<file path="src/rtl/pmt_pkg.sv">
// Package of constants for the period match timer.
// Assumes a single 40 MHz clock and an APB register bus with 32-bit data.
//
// Notes on behaviour
// (RQ1) Keep 8-bit count and period registers and compare them continuously.
// (RQ2) Timer clock is the instruction clock, oscillator divided by four.
// (RQ3) Prescale ratios 1:1, 1:4, 1:16; each prescaler pulse adds one.
// (RQ4) Count climbs upward from 00h until it equals the period.
// (RQ5) On a match the next increment loads 00h instead of adding one.
// (RQ6) Each match advances the postscaler, ratios 1:1 through 1:16.
// (RQ7) Postscaler output sets the match interrupt flag.
// (RQ8) Software may read and write count and period at any time.
// (RQ9) Reset sets count to 00h and period to FFh.
// (RQ10) Timer runs while the timer-on bit is 1, stops while 0.
// (RQ11) Count write, control write or reset clear prescaler and postscaler.
// (RQ12) A control write leaves the count value unchanged.
// (RQ13) Postscale select gives ratio one plus its value.
// (RQ14) Postscale select all ones gives ratio 1:16.
// (RQ15) Prescale select 00 divides by 1, 01 by 4, 1x by 16.
// (RQ16) Control: bit 7 reads zero, 6:3 postscale, 2 on, 1:0 prescale.

package pmt_pkg;

  // ****************************************
  // Register map, byte addresses
  // ****************************************
  localparam logic [7:0] ADDR_CTRL   = 8'h00;
  localparam logic [7:0] ADDR_COUNT  = 8'h04;
  localparam logic [7:0] ADDR_PERIOD = 8'h08;
  localparam logic [7:0] ADDR_STATUS = 8'h0C;
  localparam logic [7:0] ADDR_CLEAR  = 8'h10;
  localparam logic [7:0] ADDR_ENABLE = 8'h14;

  // ****************************************
  // Fields and reset values
  // ****************************************
  localparam int unsigned CTRL_PSC_LSB  = 0;
  localparam int unsigned CTRL_ON_BIT   = 2;
  localparam int unsigned CTRL_POST_LSB = 3;
  localparam logic [7:0]  CTRL_MASK     = 8'h7F;
  localparam logic [7:0]  CTRL_RST      = 8'h00;
  localparam logic [7:0]  COUNT_RST     = 8'h00;
  localparam logic [7:0]  PERIOD_RST    = 8'hFF;
  localparam int unsigned STAT_MATCH    = 0;

  // ****************************************
  // Prescaler terminal counts per select code
  // ****************************************
  localparam logic [3:0] PSC_LIM_1  = 4'h0;
  localparam logic [3:0] PSC_LIM_4  = 4'h3;
  localparam logic [3:0] PSC_LIM_16 = 4'hF;

  // ****************************************
  // Timing
  // ****************************************
  localparam int unsigned CLK_PERIOD_NS = 25;
  localparam int unsigned INSTR_DIV     = 4;

endpackage : pmt_pkg

</file>
<file path="src/rtl/pmt_div_if.sv">
// Interface joining the timer core to one of its divide counters.
// Assumes both ends run on the same clock.
`timescale 1ns/100ps
`default_nettype none

interface pmt_div_if #(parameter int W = 4);
  logic         tick;   // Count enable pulse.
  logic         clr;    // Synchronous clear of the counter.
  logic [W-1:0] limit;  // Terminal value, ratio is limit plus one.
  logic         pulse;  // Output pulse on the wrapping tick.
  logic [W-1:0] cnt;    // Current count, for observation.

  modport ctl (output tick, clr, limit, input pulse, cnt);
  modport div (input tick, clr, limit, output pulse, cnt);
endinterface : pmt_div_if

`default_nettype wire

</file>
<file path="src/rtl/pmt_divider.sv">
// Programmable divide counter used as prescaler and postscaler.
// Assumes tick and clr come from logic on the same clock.
`timescale 1ns/100ps
`default_nettype none

module pmt_divider
  import pmt_pkg::*;
#(
  parameter int W = 4
) (
  input wire logic clk,   // System clock.
  input wire logic rst,   // Synchronous reset, active high.
  pmt_div_if.div   dv     // Control and pulse link.
);

  logic [W-1:0] cnt_q;
  logic [W-1:0] cnt_d;
  logic         wrap;

  // Wrap also when the limit was lowered below the count.
  assign wrap     = (cnt_q >= dv.limit);
  assign cnt_d    = wrap ? '0 : cnt_q + W'(1);
  assign dv.pulse = dv.tick & wrap & ~dv.clr;
  assign dv.cnt   = cnt_q;

  // Counter clears on reset or request, else advances on tick.
  always_ff @(posedge clk) begin
    if (rst || dv.clr) begin
      cnt_q <= '0;
    end else if (dv.tick) begin
      cnt_q <= cnt_d;
    end
  end

endmodule : pmt_divider

`default_nettype wire

</file>
<file path="src/rtl/pmt_timer.sv">
// Top of the 8-bit period match timer with its APB register file.
// Assumes an APB master on CLK; IRQ goes to an interrupt controller.
//
// Decided for this implementation: the placing of the registers and the APB slave port.
`timescale 1ns/100ps
`default_nettype none

module pmt_timer
  import pmt_pkg::*;
(
  input  wire logic        CLK,      // System clock, 40 MHz.
  input  wire logic        RST,      // Synchronous reset, active high.
  input  wire logic        PSEL,     // APB select.
  input  wire logic        PENABLE,  // APB access phase.
  input  wire logic        PWRITE,   // APB direction, high for write.
  input  wire logic [7:0]  PADDR,    // APB byte address.
  input  wire logic [31:0] PWDATA,   // APB write data.
  output var  logic [31:0] PRDATA,   // APB read data.
  output var  logic        PREADY,   // APB transfer done.
  output var  logic        PSLVERR,  // APB error, unmapped address.
  output var  logic        IRQ       // Level interrupt.
);

  // ****************************************
  // Declarations
  // ****************************************
  logic [1:0]  instr_q;
  logic        instr_tick;
  logic [7:0]  ctrl_q;
  logic [7:0]  count_q;
  logic [7:0]  count_d;
  logic [7:0]  period_q;
  logic        status_q;
  logic        status_d;
  logic        enable_q;
  logic        pready_q;
  logic        perr_q;
  logic [31:0] prdata_q;
  logic        irq_q;
  logic        ctrl_on;
  logic [1:0]  psc_sel;
  logic [3:0]  post_sel;
  logic [3:0]  psc_lim;
  logic        match;
  logic        inc;
  logic        acc;
  logic        wr_en;
  logic        wr_ctrl;
  logic        wr_count;
  logic        wr_period;
  logic        wr_clear;
  logic        wr_enable;
  logic        hit;
  logic [31:0] rdata_w;
  logic        scl_clr;

  pmt_div_if #(.W(4)) psc_if ();
  pmt_div_if #(.W(4)) post_if ();

  // ****************************************
  // Instruction clock
  // ****************************************

  // Free divide by four gives one instruction tick per four CLKs.
  assign instr_tick = (instr_q == 2'(INSTR_DIV - 1)); // [RQ2]

  always_ff @(posedge CLK) begin
    if (RST) begin
      instr_q <= 2'h0;
    end else begin
      instr_q <= instr_q + 2'h1;
    end
  end

  // ****************************************
  // APB decode
  // ****************************************

  // The access phase waits one cycle, so each transfer is three edges.
  assign acc       = PSEL & PENABLE;
  assign wr_en     = acc & PWRITE & pready_q;
  assign wr_ctrl   = wr_en & (PADDR == ADDR_CTRL);
  assign wr_count  = wr_en & (PADDR == ADDR_COUNT);
  assign wr_period = wr_en & (PADDR == ADDR_PERIOD);
  assign wr_clear  = wr_en & (PADDR == ADDR_CLEAR);
  assign wr_enable = wr_en & (PADDR == ADDR_ENABLE);
  assign hit       = (PADDR == ADDR_CTRL)   | (PADDR == ADDR_COUNT)
                   | (PADDR == ADDR_PERIOD) | (PADDR == ADDR_STATUS)
                   | (PADDR == ADDR_CLEAR)  | (PADDR == ADDR_ENABLE);

  // Read mux; count and period read live at any time.
  assign rdata_w =
      (PADDR == ADDR_CTRL)   ? {24'h00_0000, ctrl_q}        :
      (PADDR == ADDR_COUNT)  ? {24'h00_0000, count_q}       : // [RQ8]
      (PADDR == ADDR_PERIOD) ? {24'h00_0000, period_q}      : // [RQ8]
      (PADDR == ADDR_STATUS) ? {31'h0000_0000, status_q}    :
      (PADDR == ADDR_ENABLE) ? {31'h0000_0000, enable_q}    :
                               32'h0000_0000;

  // Ready, read data and error are all registered.
  always_ff @(posedge CLK) begin
    if (RST) begin
      pready_q <= 1'b0;
      perr_q   <= 1'b0;
      prdata_q <= 32'h0000_0000;
    end else begin
      pready_q <= acc & ~pready_q;
      perr_q   <= acc & ~pready_q & ~hit;
      if (acc && !pready_q && !PWRITE) begin
        prdata_q <= rdata_w;
      end
    end
  end

  // ****************************************
  // Control register
  // ****************************************

  // Bit 7 is never stored, so it always reads zero.
  always_ff @(posedge CLK) begin
    if (RST) begin
      ctrl_q <= CTRL_RST; // [RQ16]
    end else if (wr_ctrl) begin
      ctrl_q <= PWDATA[7:0] & CTRL_MASK; // [RQ16]
    end
  end

  // Field split of the control register.
  assign ctrl_on  = ctrl_q[CTRL_ON_BIT];           // [RQ16]
  assign psc_sel  = ctrl_q[CTRL_PSC_LSB +: 2];      // [RQ16]
  assign post_sel = ctrl_q[CTRL_POST_LSB +: 4];     // [RQ16]

  // ****************************************
  // Prescaler
  // ****************************************

  // Select code to terminal count; upper bit set means 1:16.
  assign psc_lim = psc_sel[1]          ? PSC_LIM_16 : // [RQ15]
                   (psc_sel == 2'b01)  ? PSC_LIM_4  : // [RQ3]
                                         PSC_LIM_1;

  // Writes to count or control restart both scalers.
  assign scl_clr = wr_count | wr_ctrl; // [RQ11]

  // Instruction ticks reach the prescaler only while the timer runs.
  assign psc_if.tick  = instr_tick & ctrl_on; // [RQ10]
  assign psc_if.clr   = scl_clr;              // [RQ11]
  assign psc_if.limit = psc_lim;              // [RQ3]

  pmt_divider #(.W(4)) u_psc (
    .clk (CLK),
    .rst (RST),
    .dv  (psc_if)
  );

  // One prescaler pulse is one count increment.
  assign inc = psc_if.pulse; // [RQ3]

  // ****************************************
  // Count and period
  // ****************************************

  // Continuous equality compare of count and period.
  assign match = (count_q == period_q); // [RQ1]

  // Next count: software write wins, match reloads zero, else add one.
  assign count_d = wr_count     ? PWDATA[7:0] : // [RQ8]
                   (inc && match) ? 8'h00     : // [RQ5]
                   inc          ? count_q + 8'h01 : // [RQ4]
                                  count_q;    // [RQ12]

  always_ff @(posedge CLK) begin
    if (RST) begin
      count_q <= COUNT_RST; // [RQ9]
    end else begin
      count_q <= count_d;
    end
  end

  // Period is plain storage, writable at any time.
  always_ff @(posedge CLK) begin
    if (RST) begin
      period_q <= PERIOD_RST; // [RQ9]
    end else if (wr_period) begin
      period_q <= PWDATA[7:0]; // [RQ8]
    end
  end

  // ****************************************
  // Postscaler
  // ****************************************

  // Every wrap on match advances the postscaler by one.
  assign post_if.tick  = inc & match; // [RQ6]
  assign post_if.clr   = scl_clr;     // [RQ11]
  assign post_if.limit = post_sel;    // [RQ13] [RQ14]

  pmt_divider #(.W(4)) u_post (
    .clk (CLK),
    .rst (RST),
    .dv  (post_if)
  );

  // ****************************************
  // Interrupt
  // ****************************************

  // Sticky flag; a set in the clearing cycle wins over the clear.
  assign status_d = (status_q & ~(wr_clear & PWDATA[STAT_MATCH]))
                  | post_if.pulse; // [RQ7]

  always_ff @(posedge CLK) begin
    if (RST) begin
      status_q <= 1'b0;
      enable_q <= 1'b0;
      irq_q    <= 1'b0;
    end else begin
      status_q <= status_d;
      if (wr_enable) begin
        enable_q <= PWDATA[STAT_MATCH];
      end
      irq_q <= status_q & enable_q;
    end
  end

  // ****************************************
  // Outputs
  // ****************************************

  // Every output is a flip-flop.
  assign PRDATA  = prdata_q;
  assign PREADY  = pready_q;
  assign PSLVERR = perr_q;
  assign IRQ     = irq_q;
endmodule : pmt_timer

`default_nettype wire

</file>
<file path="config.mk">
export PLATFORM = sky130hd
export DESIGN_NAME = pmt_timer
export DESIGN_NICKNAME = d
export VERILOG_FILES = /design/src/rtl/pmt_pkg.sv /design/src/rtl/pmt_div_if.sv /design/src/rtl/pmt_divider.sv /design/src/rtl/pmt_timer.sv
export SDC_FILE = /design/constraint.sdc
export NUM_CORES = 1
export LEC_CHECK = 0
export ABC_AREA = 1
export ABC_CLOCK_PERIOD_IN_PS = 3450
export BUFFER_PORTS_ARGS = -buffer_cell sky130_fd_sc_hd__clkbuf_2
export CAP_MARGIN = 20
export CORE_MARGIN = 2
export CORE_UTILIZATION = 30
export CTS_CLUSTER_DIAMETER = 40
export DETAILED_ROUTE_END_ITERATION = 6
export GPL_TIMING_DRIVEN = 0
export SYNTH_ARGS = -nofsm -noshare
export SYNTH_HDL_FRONTEND = slang
export SYNTH_HIERARCHICAL = 1
export SYNTH_SLANG_ARGS = --single-unit
</file>
<file path="constraint.sdc">
create_clock -name CLK -period 3.45 [get_ports CLK]
set_clock_uncertainty 0.2 [all_clocks]
set_input_delay 0.1725 -clock CLK [delete_from_list [all_inputs] [get_ports CLK]]
set_output_delay 0.1725 -clock CLK [all_outputs]
set_load 0.02 [all_outputs]
</file>
## Word level (Yosys, flattened, before mapping)

Index checks and enable logic that the tools add are counted.
Widths: inputs -> output; s select.

- Register bits: 70
- Output and inout bits: 35
- Word-level logic and storage cells: 76

- Add/subtract/negate cells: 4
- Order comparisons: 2
- Equality and inequality tests: 8
- Muxes and demuxes: 12
- Bitwise logic cells: 30
- Reduce and logical (&&, ||, !) cells: 8

Operators by type and width:

| kind | count |
|---|---|
| $mux 8 | 6 |
| $and 1x1->1 | 19 |
| $eq 8x4->1 const B | 2 |
| $eq 8x5->1 const B | 2 |
| $mux 4 | 3 |
| $add 4x1->4 const B | 2 |
| $add 8x1->8 const B | 1 |
| $eq 8x3->1 const B | 1 |
| $eq 8x8->1 | 1 |
| $ge 4x4->1 | 2 |
| $logic_not 8->1 | 1 |
| $or 1x1->1 | 7 |
| $not 1->1 | 4 |
| $logic_and 1x1->1 | 3 |
| $reduce_bool 3->1 | 1 |
| $add 2x1->2 const B | 1 |
| $eq 2x1->1 const B | 1 |
| $eq 2x2->1 const B | 1 |
| $logic_not 1->1 | 2 |
| $mux 1 | 2 |
| $mux 2 | 1 |
| $logic_or 1x1->1 | 1 |

## Longest topological paths before layout

- Depth in word-level cells: 11
- Mapped depth: 17

## Cells and area by module

Netlist, hierarchy kept.

Modules (own cells, without submodules):

| module | instances | cells an instance | area an instance (um^2) | sequential area each (um^2) |
|---|---|---|---|---|
| pmt_timer | 1 | 335 | 2336.0 | 760.7 |
| pmt_divider | 2 | 37 | 285.3 | 80.1 |

## Worst setup path after synthesis

No wires, ideal clock.

- Path type: register -> register
- Start point: register ctrl_q[1]
- End point: register u_post.cnt_q[3] (netlist: u_post/dv.cnt[3])
- Arrival: 2430 ps
- Required time: 3134 ps
- Setup slack: 704 ps
- Cell stages (with the launch flop): 13
- Path buffers: 1
- Period minus slack after synthesis: 2746 ps
- Cell sequence: dfxtp_1 or2_2 ha_1 nand4_1 nand3_1 nand2_1 nor2_1 buf_2 o2111ai_1 nor4_1 nand4_2 xor2_1 nor2_2

- Cells in the longest elaborated chain, start to end: 7

RTL lines:

| element | RTL line | text |
|---|---|---|
| start: declaration | pmt_timer.sv:29 | `logic [7:0] ctrl_q;` |
| start signal: assignment | pmt_timer.sv:124 | `ctrl_q <= PWDATA[7:0] & CTRL_MASK;` |
| $eq 2x1->1 | pmt_timer.sv:139 | `(psc_sel == 2'b01) ? PSC_LIM_4 :` |
| $mux 2 | pmt_timer.sv:139 |  |
| $mux 4 (*) | pmt_timer.sv:138 | `assign psc_lim = psc_sel[1] ? PSC_LIM_16 :` |
| net psc_if.limit[0] | pmt_div_if.sv:9 | `logic [W-1:0] limit;` |
| $ge 4x4->1 (*) | pmt_divider.sv:21 | `assign wrap = (cnt_q >= dv.limit);` |
| $and 1x1->1 (*) (2 in a row) | pmt_divider.sv:23 | `assign dv.pulse = dv.tick & wrap & ~dv.clr;` |
| net inc | pmt_timer.sv:45 | `logic inc;` |
| $and 1x1->1 (*) | pmt_timer.sv:194 | `assign post_if.tick = inc & match;` |
| net post_if.tick | pmt_div_if.sv:7 | `logic tick;` |
| end signal: assignment | pmt_divider.sv:31 | `cnt_q <= cnt_d;` |
| end: declaration | pmt_divider.sv:16 | `logic [W-1:0] cnt_q;` |

The timed path passes the listed nets; every way through them passes the cells marked *.
A chain may end at the register's enable or synchronous reset.

## Final worst setup path

- Start point: register ctrl_q[0]
- End point: register status_q

- Cells in the longest elaborated chain, start to end: 10

RTL lines:

| element | RTL line | text |
|---|---|---|
| $eq 2x1->1 | pmt_timer.sv:139 |  |
| $mux 2 | pmt_timer.sv:139 |  |
| $mux 4 | pmt_timer.sv:138 |  |
| net psc_if.limit[0] | pmt_div_if.sv:9 |  |
| $ge 4x4->1 | pmt_divider.sv:21 |  |
| $and 1x1->1 (2 in a row) | pmt_divider.sv:23 |  |
| net inc | pmt_timer.sv:45 |  |
| $and 1x1->1 | pmt_timer.sv:194 |  |
| net post_if.tick | pmt_div_if.sv:7 |  |
| $and 1x1->1 (2 in a row) | pmt_divider.sv:23 |  |
| net post_if.pulse | pmt_div_if.sv:10 | `logic pulse;` |
| $or 1x1->1 | pmt_timer.sv:210 | `\| post_if.pulse;` |
| end signal: assignment | pmt_timer.sv:218 | `status_q <= status_d;` |
| end: declaration | pmt_timer.sv:33 | `logic status_q;` |

The timed path passes the listed nets, and every way through them passes these cells.

==> results.yml <==
logic_synthesis:
  synth-main-ff-cell: "dfxtp_1"
  syn_inst: 409
  synth.cell_area_um2: 2910
  ys_types: 40
  syn_area_per_cell_um2: 7.11
  synth-edff-count: 0
  ys_ff_latch: 46
  synthArstFlopShare: 0
  ys_warn_count: 6
  yosysSeqAreaShare: 0.317
final_layout:
  layout_common_cells: "nand2_1 (79), inv_1 (49), dfxtp_1 (46), nor2_1 (38), clkbuf_2 (31)"
  post-route-util: 0.378
  nNetsFinal: 538
  layoutNonFillerInstCount: 611
  diodes: 0
  area_delta_synth_final_pct: 21.2
  fill_cells: 992
  drive_above_1_share: 0.205
  final_common_cell: "nand2_1"
critical_path:
  rrSetupSlack_ns: 0.68
  cp_top_family: "simple AND/OR/NAND/NOR gates"
  crit_buf_inv: 3
  arrival_ns: 2.81
  crit_cells: 14
  cp.required_ns: 3.49
  startpoint_type: "register"
  crit_fanout: 9
  worst-r2r-cell-count: 14
  r2r_end: "status_q"
  cp_cell_sequence: "or2_2 -> ha_1 -> nand4_1 -> nand3_1 -> nand2_1 -> nor2_1 -> buf_2 -> o2111ai_1 -> nor4_1 -> buf_2 -> nand2_1 -> nor2_1 -> inv_1 -> a21oi_1"
  end_kind: "register"
  rr_startpoint: "ctrl_q[0]"
  critPathKind: "reg -> reg"
  cp_slowest_cell: "dfxtp_1"
  cpPeakStageDelay_ns: 0.34
timing:
  fmax_ghz: 0.361
  slew_headroom: 0.577
  rsz0062_at_grt: "no"
  min_period_over_period: 0.802
  slew_violations: 0
  finalSetupViolCount: 0
  finalHoldViolCount: 0
  finalSetupTns_ns: 0
  tightest_slew_ns: 0.635
  period_minus_slack_ns: 2.77
  hold_ws_ns: 0.0215
job:
  maxCapViolCount: 0
drt:
  drc: 0
  first_iter_violations: 154
  ant_nets: 0
  wirelength_mm: 7.62
  vias: 2774
  detail_route.first_pass.iterations: 5
  via_per_inst: 4.54
  wl_per_cell_um: 12.5
run_status:
  status: "finished, final reports clean"
hold_path:
  min-delay-start: "RST"
  hp-class: "in -> reg"
  hold_end: "u_psc/dv.cnt[3]"
  holdPathStages: 4
placement:
  dp.final_hpwl_mm: 6.02
  place_congestion: 0.952
  portBuffers: 31
  place_inst: 593
clock_tree:
  cts_hold_buf: 10
  numCtsBuffers: 5
  clk_latency_ns: 0.31
  cts_setup_buffers: 0
  cts_tree: "done"
  cts_resized: 0
  clock_path_buffers: 2
  htreeDepth: 2
  cts_root_buf: "clkbuf_8"
  cts_sinks: 46
  clk_pin_slew_ns: 0.09
floorplan:
  initial_core_util: 0.312
  fp.dieW_um: 102
  coreArea_um2: 9330
  die_height_um: 102
  num_rows: 35
  io_pins: 80
  die-area_um2: 10500
pwr:
  power.density_nw_per_um2: 302
  leakage_nw: 1.68
  vdd_drop_max_mv: 0.150
global_routing:
  antenna_found_initial: 0
  grt_overflow: 0
  grt_max_degree: 15
  grt_pass1_vias: 2556
  grt_pass1_wl_mm: 12.5
  track_usage: 0.152
==> worst max-delay path by stage <==
stage | endpoint | from | slack, ns
CTS | status_q | ctrl_q[0] | 0.67
finish | status_q | ctrl_q[0] | 0.68
floorplan | u_post/dv.cnt[3] | ctrl_q[1] | 0.70
global route | status_q | ctrl_q[1] | 0.42
detailed placement | status_q | ctrl_q[0] | 0.70
global placement | status_q | ctrl_q[1] | 0.12
==> where the power goes <==
part | internal [mW] | switching [mW]
Sequential | 0.536 | 0.00296
Combinational | 0.0466 | 0.0726
Clock | 0.213 | 0.192
Total | 0.796 | 0.267
==> tightest hold or removal path, cell delays in order <==
cell	delay, ns
clkbuf_2	0.10
nor2_1	0.04
nand2_1	0.13
nor2_2	0.04
==> area by class of cell <==
cell class | instances | area (um^2) | share of cell area
Buffer | 35 | 239 | 0.0678
Clock buffer | 5 | 68.8 | 0.0195
Clock inverter | 3 | 40.0 | 0.0114
Inverter | 55 | 208 | 0.0589
Multi-Input combinational cell | 296 | 1630 | 0.461
Sequential cell | 46 | 921 | 0.261
Tap cell | 129 | 161 | 0.0458
Timing Repair Buffer | 42 | 260 | 0.0739
==> cells in the mapped netlist, types with 8 or more instances <==
master / count / share of area
a21oi_1: 23 / 0.040
buf_4: 25 / 0.065
dfxtp_1: 46 / 0.32
ha_1: 12 / 0.052
inv_1: 49 / 0.063
nand2_1: 79 / 0.10
nand3_1: 20 / 0.034
nand4_1: 18 / 0.039
nor2_1: 38 / 0.049
o211ai_1: 8 / 0.021
o21ai_0: 21 / 0.036
xor2_1: 9 / 0.027
==> stage by stage <==
| stage | setup slack (ns) | power (mW) | cell area (um^2) |
|---|---|---|---|
| 2_1_floorplan | 0.704 | 0.630 | 2990 |
| 4_1_cts | 0.671 | 1.07 | 3520 |
| 3_3_place_gp | 0.118 | 0.660 | 3310 |
| 3_5_place_dp | 0.701 | 0.662 | 3310 |
| 5_1_grt | 0.417 | 1.11 | 3520 |
| 6_report | 0.682 | 1.06 | 3520 |
==> cell families after synthesis <==
group,synth area share
xor+xnor,0.0422
compound gates,0.126
other cells,0.00129
mux,0.00689
flops,0.317
simple gates,0.302
fa+ha+maj,0.0517
buf+inv,0.154
==> registers in the layout, summed over array words and instances (netlist names) <==
name and flops:
period_q 8, PRDATA 8, u_psc/dv.cnt 4, instr_q 2, enable_q 1, PSLVERR 1
PREADY 1, status_q 1, u_post/dv.cnt 4, ctrl_q 7, IRQ 1, count_q 8
==> per-layer routing <==
layer	up-vias	GRT usage	wire, um
met2	69	0.257	3620
met5	-	0	0
met4	0	0.0359	85
met1	1261	0.202	3550
li1	1437	-	-
met3	7	0.0280	357
Note: power is estimated with default switching activity, not from simulation.
